$ cat config.mk
export PLATFORM = sky130hd
export DESIGN_NAME = iplr_top
export DESIGN_NICKNAME = d
export VERILOG_FILES = /design/src/include/iplr_pkg.sv /design/src/core/iplr_prio_reg.sv /design/src/core/iplr_level_decode.sv /design/src/core/iplr_top.sv
export SDC_FILE = /design/constraint.sdc
export NUM_CORES = 1
export LEC_CHECK = 0
export BUFFER_PORTS_ARGS = -buffer_cell sky130_fd_sc_hd__clkbuf_2
export CAP_MARGIN = 15
export CELL_PAD_IN_SITES_DETAIL_PLACEMENT = 0
export CELL_PAD_IN_SITES_GLOBAL_PLACEMENT = 1
export CORE_MARGIN = 10
export CORE_UTILIZATION = 40
export CTS_CLUSTER_DIAMETER = 80
export DETAILED_ROUTE_END_ITERATION = 10
export PLACE_DENSITY = 0.82
export SETUP_SLACK_MARGIN = 0.02
export SYNTH_ARGS = -nofsm -noshare
export SYNTH_HDL_FRONTEND = slang
export SYNTH_SLANG_ARGS = --single-unit
$ cat constraint.sdc
create_clock -name sys_clk -period 36.9 [get_ports sys_clk]
set_input_delay 7.38 -clock sys_clk [delete_from_list [all_inputs] [get_ports sys_clk]]
set_output_delay 7.38 -clock sys_clk [all_outputs]
set_load 0.02 [all_outputs]
$ cat src/include/iplr_pkg.sv
package iplr_pkg;

    localparam int IPLR_DATA_W = 16;
    localparam int IPLR_ADDR_W = 5;
    localparam int IPLR_NUM_REG = 5;
    localparam int IPLR_NUM_SRC = 30;
    localparam int IPLR_CODE_W = 2;
    localparam int IPLR_SRC_W = 5;

    localparam logic [4:0] IPLR_OFF_DEBUG = 5'h01;
    localparam logic [4:0] IPLR_OFF_FLASH_CLOCK_EXT = 5'h02;
    localparam logic [4:0] IPLR_OFF_PORTS_DEF_CANBUS = 5'h03;
    localparam logic [4:0] IPLR_OFF_SERIAL_PORTS_ABC = 5'h04;
    localparam logic [4:0] IPLR_OFF_DECODER_ASYNC = 5'h05;

    localparam logic [15:0] IPLR_RESET_VALUE = 16'h0000;
    localparam logic [15:0] IPLR_READ_UNMAPPED = 16'h0000;

    localparam logic [15:0] IPLR_MASK_DEBUG = 16'h003F;
    localparam logic [15:0] IPLR_MASK_FLASH_CLOCK_EXT = 16'hFFCF;
    localparam logic [15:0] IPLR_MASK_PORTS_DEF_CANBUS = 16'hFFFC;
    localparam logic [15:0] IPLR_MASK_SERIAL_PORTS_ABC = 16'hFC3F;
    localparam logic [15:0] IPLR_MASK_DECODER_ASYNC = 16'hFF3F;

    localparam logic [4:0] IPLR_REG_OFF [0:4] = '{IPLR_OFF_DEBUG, IPLR_OFF_FLASH_CLOCK_EXT,
        IPLR_OFF_PORTS_DEF_CANBUS, IPLR_OFF_SERIAL_PORTS_ABC, IPLR_OFF_DECODER_ASYNC};
    localparam logic [15:0] IPLR_REG_MASK [0:4] = '{IPLR_MASK_DEBUG, IPLR_MASK_FLASH_CLOCK_EXT,
        IPLR_MASK_PORTS_DEF_CANBUS, IPLR_MASK_SERIAL_PORTS_ABC, IPLR_MASK_DECODER_ASYNC};

    // register slot 0 holds the debug-unit sources
    localparam int IPLR_DEBUG_SLOT = 0;

    // source table: slot and field low bit, by source index
    // 0-2 debug rx/tx/trace; 3-9 flash be/cc/err, lock, lvi, ext b, ext a
    // 10-16 port d/e/f, can msg/wkup/err/boff; 17-22 ser0 rx, ser1 tx/rx, port a/b/c
    // 23-29 dec1 index/home, async1 rx/rerr/tidle/tx, ser0 tx
    // register slot for every source
    localparam int IPLR_SRC_REG [0:29] = '{0, 0, 0, 1, 1, 1, 1, 1, 1, 1, 2, 2, 2, 2, 2, 2, 2,
        3, 3, 3, 3, 3, 3, 4, 4, 4, 4, 4, 4, 4};
    localparam int IPLR_SRC_LSB [0:29] = '{4, 2, 0, 14, 12, 10, 8, 6, 2, 0, 14, 12, 10, 8, 6, 4, 2,
        14, 12, 10, 4, 2, 0, 14, 12, 10, 8, 4, 2, 0};

    localparam logic [1:0] IPLR_CODE_OFF = 2'h0;
    localparam logic [1:0] IPLR_LEVEL_STEP = 2'h1;

    typedef struct packed {
        logic [4:0] addr;
        logic [15:0] wdata;
        logic wr;
        logic rd;
    } iplr_bus_req_t;

    typedef struct packed {
        logic valid;
        logic [1:0] level;
        logic [4:0] source;
    } iplr_grant_t;

endpackage

$ cat src/core/iplr_prio_reg.sv
`timescale 1ns/100ps
module iplr_prio_reg #(
    parameter logic [15:0] WMASK = 16'hFFFF
) (
    input wire logic sys_clk,
    input wire logic reset,
    input wire logic wr_en,
    input wire logic [15:0] wdata,
    output logic [15:0] q
);

    always_ff @(posedge sys_clk or posedge reset) begin
        if (reset) begin
            q <= iplr_pkg::IPLR_RESET_VALUE;
        // write lands on its own edge
        end else if (wr_en) begin
            q <= wdata & WMASK;
        end
    end

endmodule

$ cat src/core/iplr_level_decode.sv
`timescale 1ns/100ps
module iplr_level_decode (
    input wire logic [1:0] code,
    input wire logic debug_class,
    output logic enabled,
    output logic [1:0] level
);

    always_comb begin
        enabled = (code != iplr_pkg::IPLR_CODE_OFF);
        if (debug_class) begin
            level = code;
        end else if (enabled) begin
            level = code - iplr_pkg::IPLR_LEVEL_STEP;
        end else begin
            level = 2'h0;
        end
    end

endmodule

$ cat src/core/iplr_top.sv
`timescale 1ns/100ps
module iplr_top (
    input wire logic sys_clk,
    input wire logic reset,
    input wire iplr_pkg::iplr_bus_req_t bus_req,
    output logic [15:0] rd_data_q,
    input wire logic [29:0] src_pending,
    output logic [29:0] fwd_req_q,
    output logic [59:0] fwd_level_q,
    output iplr_pkg::iplr_grant_t core_grant_q,
    output logic wake_req_q
);

    localparam int NREG = iplr_pkg::IPLR_NUM_REG;
    localparam int NSRC = iplr_pkg::IPLR_NUM_SRC;

    logic [15:0] reg_q [0:NREG-1];
    logic [NREG-1:0] hit;
    logic [15:0] rd_mux;
    logic [NSRC-1:0] src_enabled;
    logic [1:0] src_level [0:NSRC-1];
    logic [NSRC-1:0] fwd_req_d;
    logic [59:0] fwd_level_d;
    iplr_pkg::iplr_grant_t grant_d;

    genvar r;
    generate
        for (r = 0; r < NREG; r++) begin : g_reg
            assign hit[r] = (bus_req.addr == iplr_pkg::IPLR_REG_OFF[r]);
            iplr_prio_reg #(
                .WMASK(iplr_pkg::IPLR_REG_MASK[r])
            ) u_reg (
                .sys_clk(sys_clk),
                .reset(reset),
                .wr_en(bus_req.wr & hit[r]),
                .wdata(bus_req.wdata),
                .q(reg_q[r])
            );
        end
    endgenerate

    // unmapped addresses read as zero
    always_comb begin
        rd_mux = iplr_pkg::IPLR_READ_UNMAPPED;
        for (int i = 0; i < NREG; i++) begin
            if (hit[i]) begin
                rd_mux = reg_q[i];
            end
        end
    end

    // read data valid only in the cycle after the strobe
    always_ff @(posedge sys_clk or posedge reset) begin
        if (reset) begin
            rd_data_q <= 16'h0000;
        end else if (bus_req.rd) begin
            rd_data_q <= rd_mux;
        end else begin
            rd_data_q <= 16'h0000;
        end
    end

    genvar s;
    generate
        for (s = 0; s < NSRC; s++) begin : g_src
            iplr_level_decode u_dec (
                .code(reg_q[iplr_pkg::IPLR_SRC_REG[s]][iplr_pkg::IPLR_SRC_LSB[s] +: 2]),
                .debug_class(iplr_pkg::IPLR_SRC_REG[s] == iplr_pkg::IPLR_DEBUG_SLOT),
                .enabled(src_enabled[s]),
                .level(src_level[s])
            );
            assign fwd_req_d[s] = src_pending[s] & src_enabled[s];
            assign fwd_level_d[2*s +: 2] = src_enabled[s] ? src_level[s] : 2'h0;
        end
    endgenerate

    // highest level wins, lowest index breaks ties
    always_comb begin
        grant_d = '0;
        for (int i = 0; i < NSRC; i++) begin
            if (fwd_req_d[i] && (!grant_d.valid || src_level[i] > grant_d.level)) begin
                grant_d.valid = 1'b1;
                grant_d.level = src_level[i];
                grant_d.source = 5'(i);
            end
        end
    end

    always_ff @(posedge sys_clk or posedge reset) begin
        if (reset) begin
            fwd_req_q <= '0;
            fwd_level_q <= '0;
        end else begin
            fwd_req_q <= fwd_req_d;
            fwd_level_q <= fwd_level_d;
        end
    end

    always_ff @(posedge sys_clk or posedge reset) begin
        if (reset) begin
            core_grant_q <= '0;
        end else begin
            core_grant_q <= grant_d;
        end
    end

    // wake request from any forwarded source
    always_ff @(posedge sys_clk or posedge reset) begin
        if (reset) begin
            wake_req_q <= 1'b0;
        end else begin
            wake_req_q <= |fwd_req_d;
        end
    end

endmodule

==> results.yml, run 1 <==
run_status:
  status: "finished, violations left"
  failed_checks: "negative setup slack"
global_route:
  grt_usage: 0.212
  grt_pass1_wl_mm: 51.5
  grt_max_degree: 95
  first_global_vias: 9426
  antenna_found_initial: 4
  grt_overflow: 0
logic_synthesis:
  synth_warnings: 0
  ys.flop_type: "dfrtp_1"
  synth_area_leader_cell: "dfrtp_1"
  synth-edff-count: 0
  syn_nets: 1067
  syn_area_per_cell_um2: 10.2
  netlist-cell-type-count: 79
  synth_area_leaders: "dfrtp_1 (45%), mux2_2 (7.9%), ha_1 (7.5%)"
  async_flop_share: 1.00
  ys_seq_area_frac: 0.450
  ys_ff_latch: 175
  syn_inst: 954
  synth_top_area_frac: 0.450
  synth_area_um2: 9730
clock_network:
  cts.sinks: 175
  numCtsBuffers: 17
  cts.clk_slew.worst_paths_ps: 70
  root_buffer: "clkbuf_16"
  cts_hold_buf: 0
  cts_tree: "yes"
  cts_buffer_depth: 2
  clkLatencyLatePin_ps: 430
  htreeDepth: 4
setup_path:
  critPathSlowestCell: "or3_4"
  worstSetupPathType: "in2reg"
  cp_common_cell: "buf_4"
  reg2reg_depth: 202
  r2r_slack_ps: 4330
  cp-end-kind: "flip-flop"
  startpoint_type: "input pin"
  crit_arrival_ps: 39360
  critPathMaxFanout: 7
  slowest_delay_ps: 400
  required_ps: 37200
layout:
  final_common_cell: "buf_4"
  final_nets: 1526
  stdcell_count: 1753
  layout_common_cells: "buf_4 (275), dfrtp_1 (175), clkbuf_2 (168)"
  nFillCells: 1936
  final_layout_size_suffix_gt1_frac: 0.539
  area_growth_pct: 53.7
floorplanning:
  boundaryPins: 170
  die_w_um: 176
  start_util: 0.403
  coreArea_um2: 24100
  die_h_um: 176
  dieArea_um2: 31000
  row_count: 57
routing:
  drt_iter0_drc: 827
  wirelength_mm: 34.4
  wire_per_inst_um: 19.6
  vias: 9276
  routed_via_density: 5.29
  drc_errors: 0
  ant_nets: 0
  first_pass_iters: 6
timing:
  min_period_ps: 39060
  rsz0062_at_grt: "yes"
  slew_violations: 0
  fin_skew_ps: 5.76
  fmax_mhz: 25.6
  fin_crit_sh: 1.06
  fin_ws_ps: -2160
  max_slew_margin: 0.303
  setup_viol: 7
  tightest_slew_ps: 1050
  hold_viol_final: 0
placed_design:
  hpwl_mm: 23.9
  dp_cells: 1575
  place_congestion: 0.927
  io_buffer_count: 169
job:
  maxCapViolCount: 0
worst_hold_path:
  hp-class: "reg2reg"
  hold_depth: 0
==> worst max-delay path: cells and delay by family <==
kind                     cells  cell delay [ps]
AND/OR/NAND/NOR             57             6950
multiplexers                 8             2270
adder cells (fa/ha/maj)     27             7010
AO/OA/AOI/OAI               83            12220
buffers and inverters       29             3490
==> cell families (layout without fill, tap and decap cells) <==
group / Yosys count / after routing / synth area share
and+or+nand+nor: 292 / 292 / 0.162
other: 0 / 3 / 0
buffers and inverters: 99 / 571 / 0.0387
muxes: 76 / 76 / 0.0870
AOI/OAI and AO/OA: 254 / 254 / 0.187
DFF: 175 / 175 / 0.450
adders and majority gates: 58 / 58 / 0.0746
==> per-layer routing <==
metal  part of all wire  GRT usage  vias to the layer above
met3              0.062     0.0496                       78
met1               0.42      0.258                     4551
met2               0.49      0.352                      315
met4              0.036     0.0925                        4
met5            0.00067          0                        -
li1                   -          -                     4328
==> final cells by class <==
class                           count  area, um2  area share
Antenna cell                        3       7.51    0.000502
Clock inverter                     14        165      0.0110
Tap cell                          324        405      0.0271
Sequential cell                   175       4380       0.293
Inverter                           79        307      0.0205
Clock buffer                       18        439      0.0294
Timing Repair Buffer              460       3110       0.208
Multi-Input combinational cell    680       6130       0.410
==> worst paths after layout <==
path | endpoint | startpoint
max | core_grant_q[4] | src_pending[0]
min | fwd_level_q[5] | g_reg[0].u_reg.q[1]
min reg2reg | fwd_level_q[5] | g_reg[0].u_reg.q[1]
min in group asynchronous | fwd_req_q[12] | reset
max in group asynchronous | fwd_level_q[7] | reset
max reg2reg | core_grant_q[4] | g_reg[0].u_reg.q[2]
==> registers in the layout, summed over array words and instances (netlist names) <==
register	count
core_grant_q	8
wake_req_q	1
rd_data_q	16
fwd_req_q	30
g.u_reg.q	60
fwd_level_q	60
==> what timing repair did <==
action | in CTS | in global routing
resized for setup | 66 | 98
endpoints found under the setup margin | 7 | 7
pin swaps | 83 | 89
setup buffers | 110 | 35
==> metrics by stage <==
step	instance area (um2)	setup WS (ps)	hold WS, ps	utilization	TNS (ps)
after floorplan	10200	-1360	476	-	-7830
after global placement	12500	-2290	544	0.517	-14850
after detailed placement	12500	-2970	544	0.517	-19720
after CTS	14200	-1650	554	0.590	-11090
after global routing	14900	-3910	583	0.620	-26830
final	14900	-2160	559	0.620	-14460
==> cells in the mapped netlist, types with 7 or more instances <==
cell type / n
dfrtp_1: 175
nand4_1: 8
ha_1: 58
mux2i_1: 8
inv_2: 8
nand2b_1: 29
nor2b_1: 34
nor2_1: 39
a22oi_1: 18
and2_1: 36
mux2_2: 68
o211ai_1: 7
a21o_1: 10
or3_1: 7
o21ai_1: 10
clkbuf_1: 14
a21oi_1: 39
o21a_1: 16
nand2_1: 92
o21ai_0: 63
inv_1: 71
nand3_1: 13
Power of run 1 is left out: the tool's default activity adds up to more than one toggle a clock period on the data nets, which glitch-free logic cannot reach.
==> run 2: changes to the inputs <==
- ABC_AREA: not set -> 1
- CAP_MARGIN: 15 -> 0
- MAX_ROUTING_LAYER: not set -> met4
- PLACE_DENSITY: 0.82 -> 0.86
==> run 2 against run 1 <==
Highest routed layer is now met4. Sequential share of layout area up 9.5 points. Non-clock buffer count shrank 265. Clock skew up 8.8 ps. Final area down 25%. Global-route usage is 2.1 points lower. Count of clock-buffer cells in the layout fell by 1. Synthesized cell count up 21%. Register-to-register slack better by 4900 ps. Critical path type unchanged. Flip-flop and latch count unchanged. The flow now finishes without violations. Setup slack improved by 5000 ps. First-iteration DRC count fell by 28%.
==> results.yml, run 2 <==
timing:
  fin_skew_ps: 14.6
  hold_viol_final: 0
  fin_ws_ps: 2800
  fin_setup_tns_ps: 0
  max_slew_margin: 0.350
  fin_crit_sh: 0.924
  slew_violations: 0
  setup_viol: 0
  min_period_ps: 34100
  tightest_slew_ps: 976
  fmax_mhz: 29.3
logic_synthesis:
  synth_commonest_cells: "nand2_1 (287), inv_1 (205), dfrtp_1 (175)"
  synth_area_leaders: "dfrtp_1 (47%), nand2_1 (12%), inv_1 (8.3%)"
  synthSimpleGateAreaFrac: 0.232
  synth-edff-count: 0
  ys_ff_latch: 175
  synth_top_area_frac: 0.473
  ys.flop_type: "dfrtp_1"
  syn_nets: 1266
  synth_area_um2: 9260
  async_flop_share: 1.00
  netlist-cell-type-count: 35
  synth-compound-area-share: 0.117
  synthAdderAreaFrac: 0.0784
  synth_area_leader_cell: "dfrtp_1"
  synth_xor_area_frac: 0
  synth_warnings: 0
  yosysMostFrequentCell: "nand2_1"
  syn_inst: 1153
  synthMuxAreaShare: 0
  ys_seq_area_frac: 0.473
  syn_area_per_cell_um2: 8.03
  synth_top_family_by_area: "simple AND/OR/NAND/NOR gates"
layout:
  layout_common_cells: "nand2_1 (263), inv_1 (193), dfrtp_1 (175)"
  area_growth_pct: 21.8
  finalInstanceArea_um2: 11300
  final_layout_size_suffix_gt1_frac: 0.251
  utilization: 0.497
  final_nets: 1461
  final_common_cell: "nand2_1"
  reg_top3: "fwd_level_q: 60 flops, g.u_reg.q: 60 flops, fwd_req_q: 30 flops"
clock_network:
  numCtsBuffers: 17
  htreeDepth: 4
  cts.sinks: 175
  cts_buffer_depth: 2
  cts.clk_slew.worst_paths_ps: 80
  root_buffer: "clkbuf_16"
  clkLatencyLatePin_ps: 440
  cts_tree: "yes"
  cts_hold_buf: 0
setup_path:
  worstSetupPathType: "in2reg"
  critPathSlowestCell: "ha_1"
  crit_arrival_ps: 34420
  slowest_delay_ps: 290
  path_buf_inv: 54
  cp_common_cell: "nand2_1"
  required_ps: 37220
  cp-end-kind: "flip-flop"
  critPathMaxFanout: 6
  crit_family: "simple AND/OR/NAND/NOR gates"
  startpoint_type: "input pin"
  r2r_slack_ps: 9200
floorplanning:
  start_util: 0.408
  boundaryPins: 170
  dieArea_um2: 29600
  row_count: 55
  die_w_um: 172
  coreArea_um2: 22700
  die_h_um: 172
routing:
  wire_per_inst_um: 16.6
  wirelength_mm: 27.4
  drt_iter0_drc: 598
  ant_nets: 0
  routed_via_density: 4.89
  drc_errors: 0
  first_pass_iters: 5
  vias: 8057
placed_design:
  postPlaceCellArea_um2: 10400
  io_buffer_count: 169
  place_congestion: 0.895
  dpl_worst_slack_ps: 850
  hpwl_mm: 21.5
worst_hold_path:
  hp-class: "reg2reg"
global_route:
  antenna_found_initial: 1
  grt_max_degree: 100
  grt_pass1_wl_mm: 42.3
  first_global_vias: 7899
  grt_usage: 0.191
  grt_overflow: 0
job:
  maxCapViolCount: 0
run_status:
  status: "finished, final reports clean"
## run 2: cell count changes after synthesis, moves of 34 or more
cell / change
nand3_1: +37
inv_1: +134
nor2b_1: -34
nand2_1: +195
o21ai_0: +75
mux2_2: -68
## run 2: repair_timing
| item | in CTS | in global routing |
|---|---|---|
| gates resized for setup | 0 | 65 |
| buffers inserted | 0 | 23 |
| setup endpoints to repair | 0 | 7 |
## run 2: worst reg2reg max path: cells and delay by family, from the launching register on
| kind | cells | cell delay, ps |
|---|---|---|
| flip-flops | 1 | 510 |
| AND/OR/NAND/NOR | 136 | 11150 |
| AO/OA/AOI/OAI | 39 | 4300 |
| buffers and inverters | 53 | 3570 |
| adder cells (fa/ha/maj) | 29 | 8000 |
## run 2: per-layer routing
layer  part of all wire  up-vias  GRT usage
li1                   -     4017          -
met1               0.45     3779      0.245
met2               0.47      231      0.296
met3              0.069       30     0.0435
met4              0.017        0     0.0547
met5                  0        -          -
## run 2: path summary, 6_finish.rpt
kind | start | endpoint | depth (start not counted)
max in group asynchronous | reset | fwd_level_q[46] | 3
setup / recovery | src_pending[0] | core_grant_q[0] | 257
hold reg to reg | g_reg[0].u_reg.q[0] | fwd_level_q[4] | 0
min in group asynchronous | reset | fwd_level_q[25] | 2
setup reg to reg | g_reg[0].u_reg.q[5] | core_grant_q[0] | 257
hold / removal | g_reg[0].u_reg.q[0] | fwd_level_q[4] | 0
## run 2: through the flow
| step | hold slack [ps] | std cells |
|---|---|---|
| 3_5_place_dp | 473 | 1591 |
| 5_1_grt | 533 | 1647 |
| 3_3_place_gp | 501 | 1591 |
| 2_1_floorplan | 466 | 1153 |
| 4_1_cts | 500 | 1623 |
| 6_report | 489 | 1647 |
## run 2: cell families after synthesis
logic type               Yosys count
flip-flops                       175
AND/OR/NAND/NOR                  480
buffers and inverters            246
AO/OA/AOI/OAI                    194
adder cells (fa/ha/maj)           58
## run 2: layout make-up
cell class              count  area, um2
fillers                  2227      11400
flip-flops and latches    175       4380
multi-input cells         732       4060
repair buffers            195       1040
inverters                 227        857
clock buffers              17        425
well taps                 285        357
clock inverters            15        154
diodes                      1       2.50
Power of run 2 is left out for the same reason.
==> run 3: changes to the inputs <==
- CORE_UTILIZATION: 40 -> 37
- PLACE_DENSITY: 0.86 -> 0.84
- clock period: 36.9 -> 28.9 ns (I/O delays scaled with it)
==> run 3 against run 2 <==
The flow now finishes with violations (negative setup slack). Register-to-register slack lost 6500 ps. Die area grew 7.2%. Via count grew 9.3%. Critical endpoint is now core_grant_q[3].
==> results.yml, run 3 (synthesized netlist as in run 2, its figures left out) <==
run_status:
  status: "finished, violations left"
  failed_checks: "negative setup slack"
worst_hold_path:
  hp-class: "reg2reg"
  hold_end: "fwd_level_q[4]"
  hold_depth: 0
  min_from: "g_reg[0].u_reg.q[0]"
setup_path:
  worstSetupPathType: "in2reg"
  worst_r2r_endpoint: "core_grant_q[3]"
  cp_common_cell: "nand2_2"
  slowest_delay_ps: 300
  path_buf_inv: 44
  reg2reg_depth: 248
  required_ps: 29200
  rr_startpoint: "g_reg[0].u_reg.q[5]"
  r2r_slack_ps: 2710
  crit_family: "simple AND/OR/NAND/NOR gates"
  crit_arrival_ps: 31240
  startpoint_type: "input pin"
  cp_num_cells: 249
  critPathSlowestCell: "ha_1"
  cp-end-kind: "flip-flop"
  critPathMaxFanout: 6
clock_network:
  cts_tree: "yes"
  numCtsBuffers: 17
  cts_hold_buf: 0
  htreeDepth: 4
  clkLatencyLatePin_ps: 440
  root_buffer: "clkbuf_16"
  cts_buffer_depth: 2
  cts.sinks: 175
  cts.clk_slew.worst_paths_ps: 70
global_route:
  busiest_layer: "met2"
  grt_pass1_wl_mm: 44.8
  grt_max_degree: 111
  grt_usage: 0.185
  antenna_found_initial: 1
  grt_overflow: 0
  gr-usage-met3: 0.0416
  first_global_vias: 8513
  grt_util_met2: 0.290
  use_met1: 0.233
floorplanning:
  die_h_um: 178
  dieArea_um2: 31800
  coreArea_um2: 24500
  row_count: 57
  boundaryPins: 170
  die_w_um: 178
  start_util: 0.379
layout:
  reg_top3: "fwd_level_q: 60 flops, g.u_reg.q: 60 flops, fwd_req_q: 30 flops"
  utilization: 0.558
  final_nets: 1621
  final_common_cell: "nand2_1"
  finalInstanceArea_um2: 13700
  area_growth_pct: 47.4
  nFillCells: 2206
  final_layout_size_suffix_gt1_frac: 0.468
  layout_common_cells: "nand2_1 (193), buf_4 (180), dfrtp_1 (175)"
routing:
  drc_errors: 0
  routed_via_density: 4.77
  drt_iter0_drc: 590
  first_pass_iters: 5
  ant_nets: 0
  wirelength_mm: 30.6
  wire_per_inst_um: 16.6
  vias: 8807
timing:
  rsz0062_at_grt: "yes"
  slew_violations: 0
  fin_ws_ps: -2050
  hold_viol_final: 0
  fin_crit_sh: 1.07
  tightest_slew_ps: 968
  fmax_mhz: 32.3
  max_slew_margin: 0.354
  fin_hold_ws_ps: 505
  fin_skew_ps: 8.81
  min_period_ps: 30950
  setup_viol: 7
placed_design:
  postPlaceCellArea_um2: 11800
  place_congestion: 0.880
  hpwl_mm: 22.7
  io_buffer_count: 169
job:
  maxCapViolCount: 0
## run 3: per-stage QoR
stage	setup WS [ps]	std cells	TNS [ps]
after floorplan	-1060	1153	-7100
final	-2050	1848	-14040
after global placement	-2090	1782	-14140
after CTS	-2430	1815	-16640
after detailed placement	-2880	1782	-19800
after global routing	-4100	1846	-28490
## run 3: final cells by class
class | count | area [um2] | share of cell area
repair buffers | 355 | 2270 | 0.166
multi-input cells | 732 | 5110 | 0.375
clock buffers | 21 | 470 | 0.0345
diodes | 3 | 7.51 | 0.000550
flip-flops and latches | 175 | 4380 | 0.321
well taps | 324 | 405 | 0.0297
inverters | 227 | 876 | 0.0642
clock inverters | 11 | 128 | 0.00935
## run 3: how the worst max path moves through the flow
stage | startpoint | endpoint | slack, ps
after floorplan | src_pending[0] | core_grant_q[4] | -1060
after global placement | src_pending[0] | core_grant_q[4] | -2090
after detailed placement | src_pending[0] | core_grant_q[3] | -2880
after CTS | src_pending[0] | core_grant_q[3] | -2430
after global routing | src_pending[0] | core_grant_q[4] | -4100
final | src_pending[0] | core_grant_q[3] | -2050
## run 3: timing repair
item | in CTS | in global routing
gates cloned | 0 | 0
resized for setup | 3 | 224
setup endpoints to repair | 7 | 7
pin swaps | 13 | 191
buffers inserted | 1 | 30
## run 3: routing by layer
layer | vias to the layer above | wire (um)
met5 | - | 0
met4 | 0 | 700
met3 | 40 | 1740
met2 | 224 | 14800
met1 | 4202 | 13400
li1 | 4341 | -
Power of run 3 is left out for the same reason.
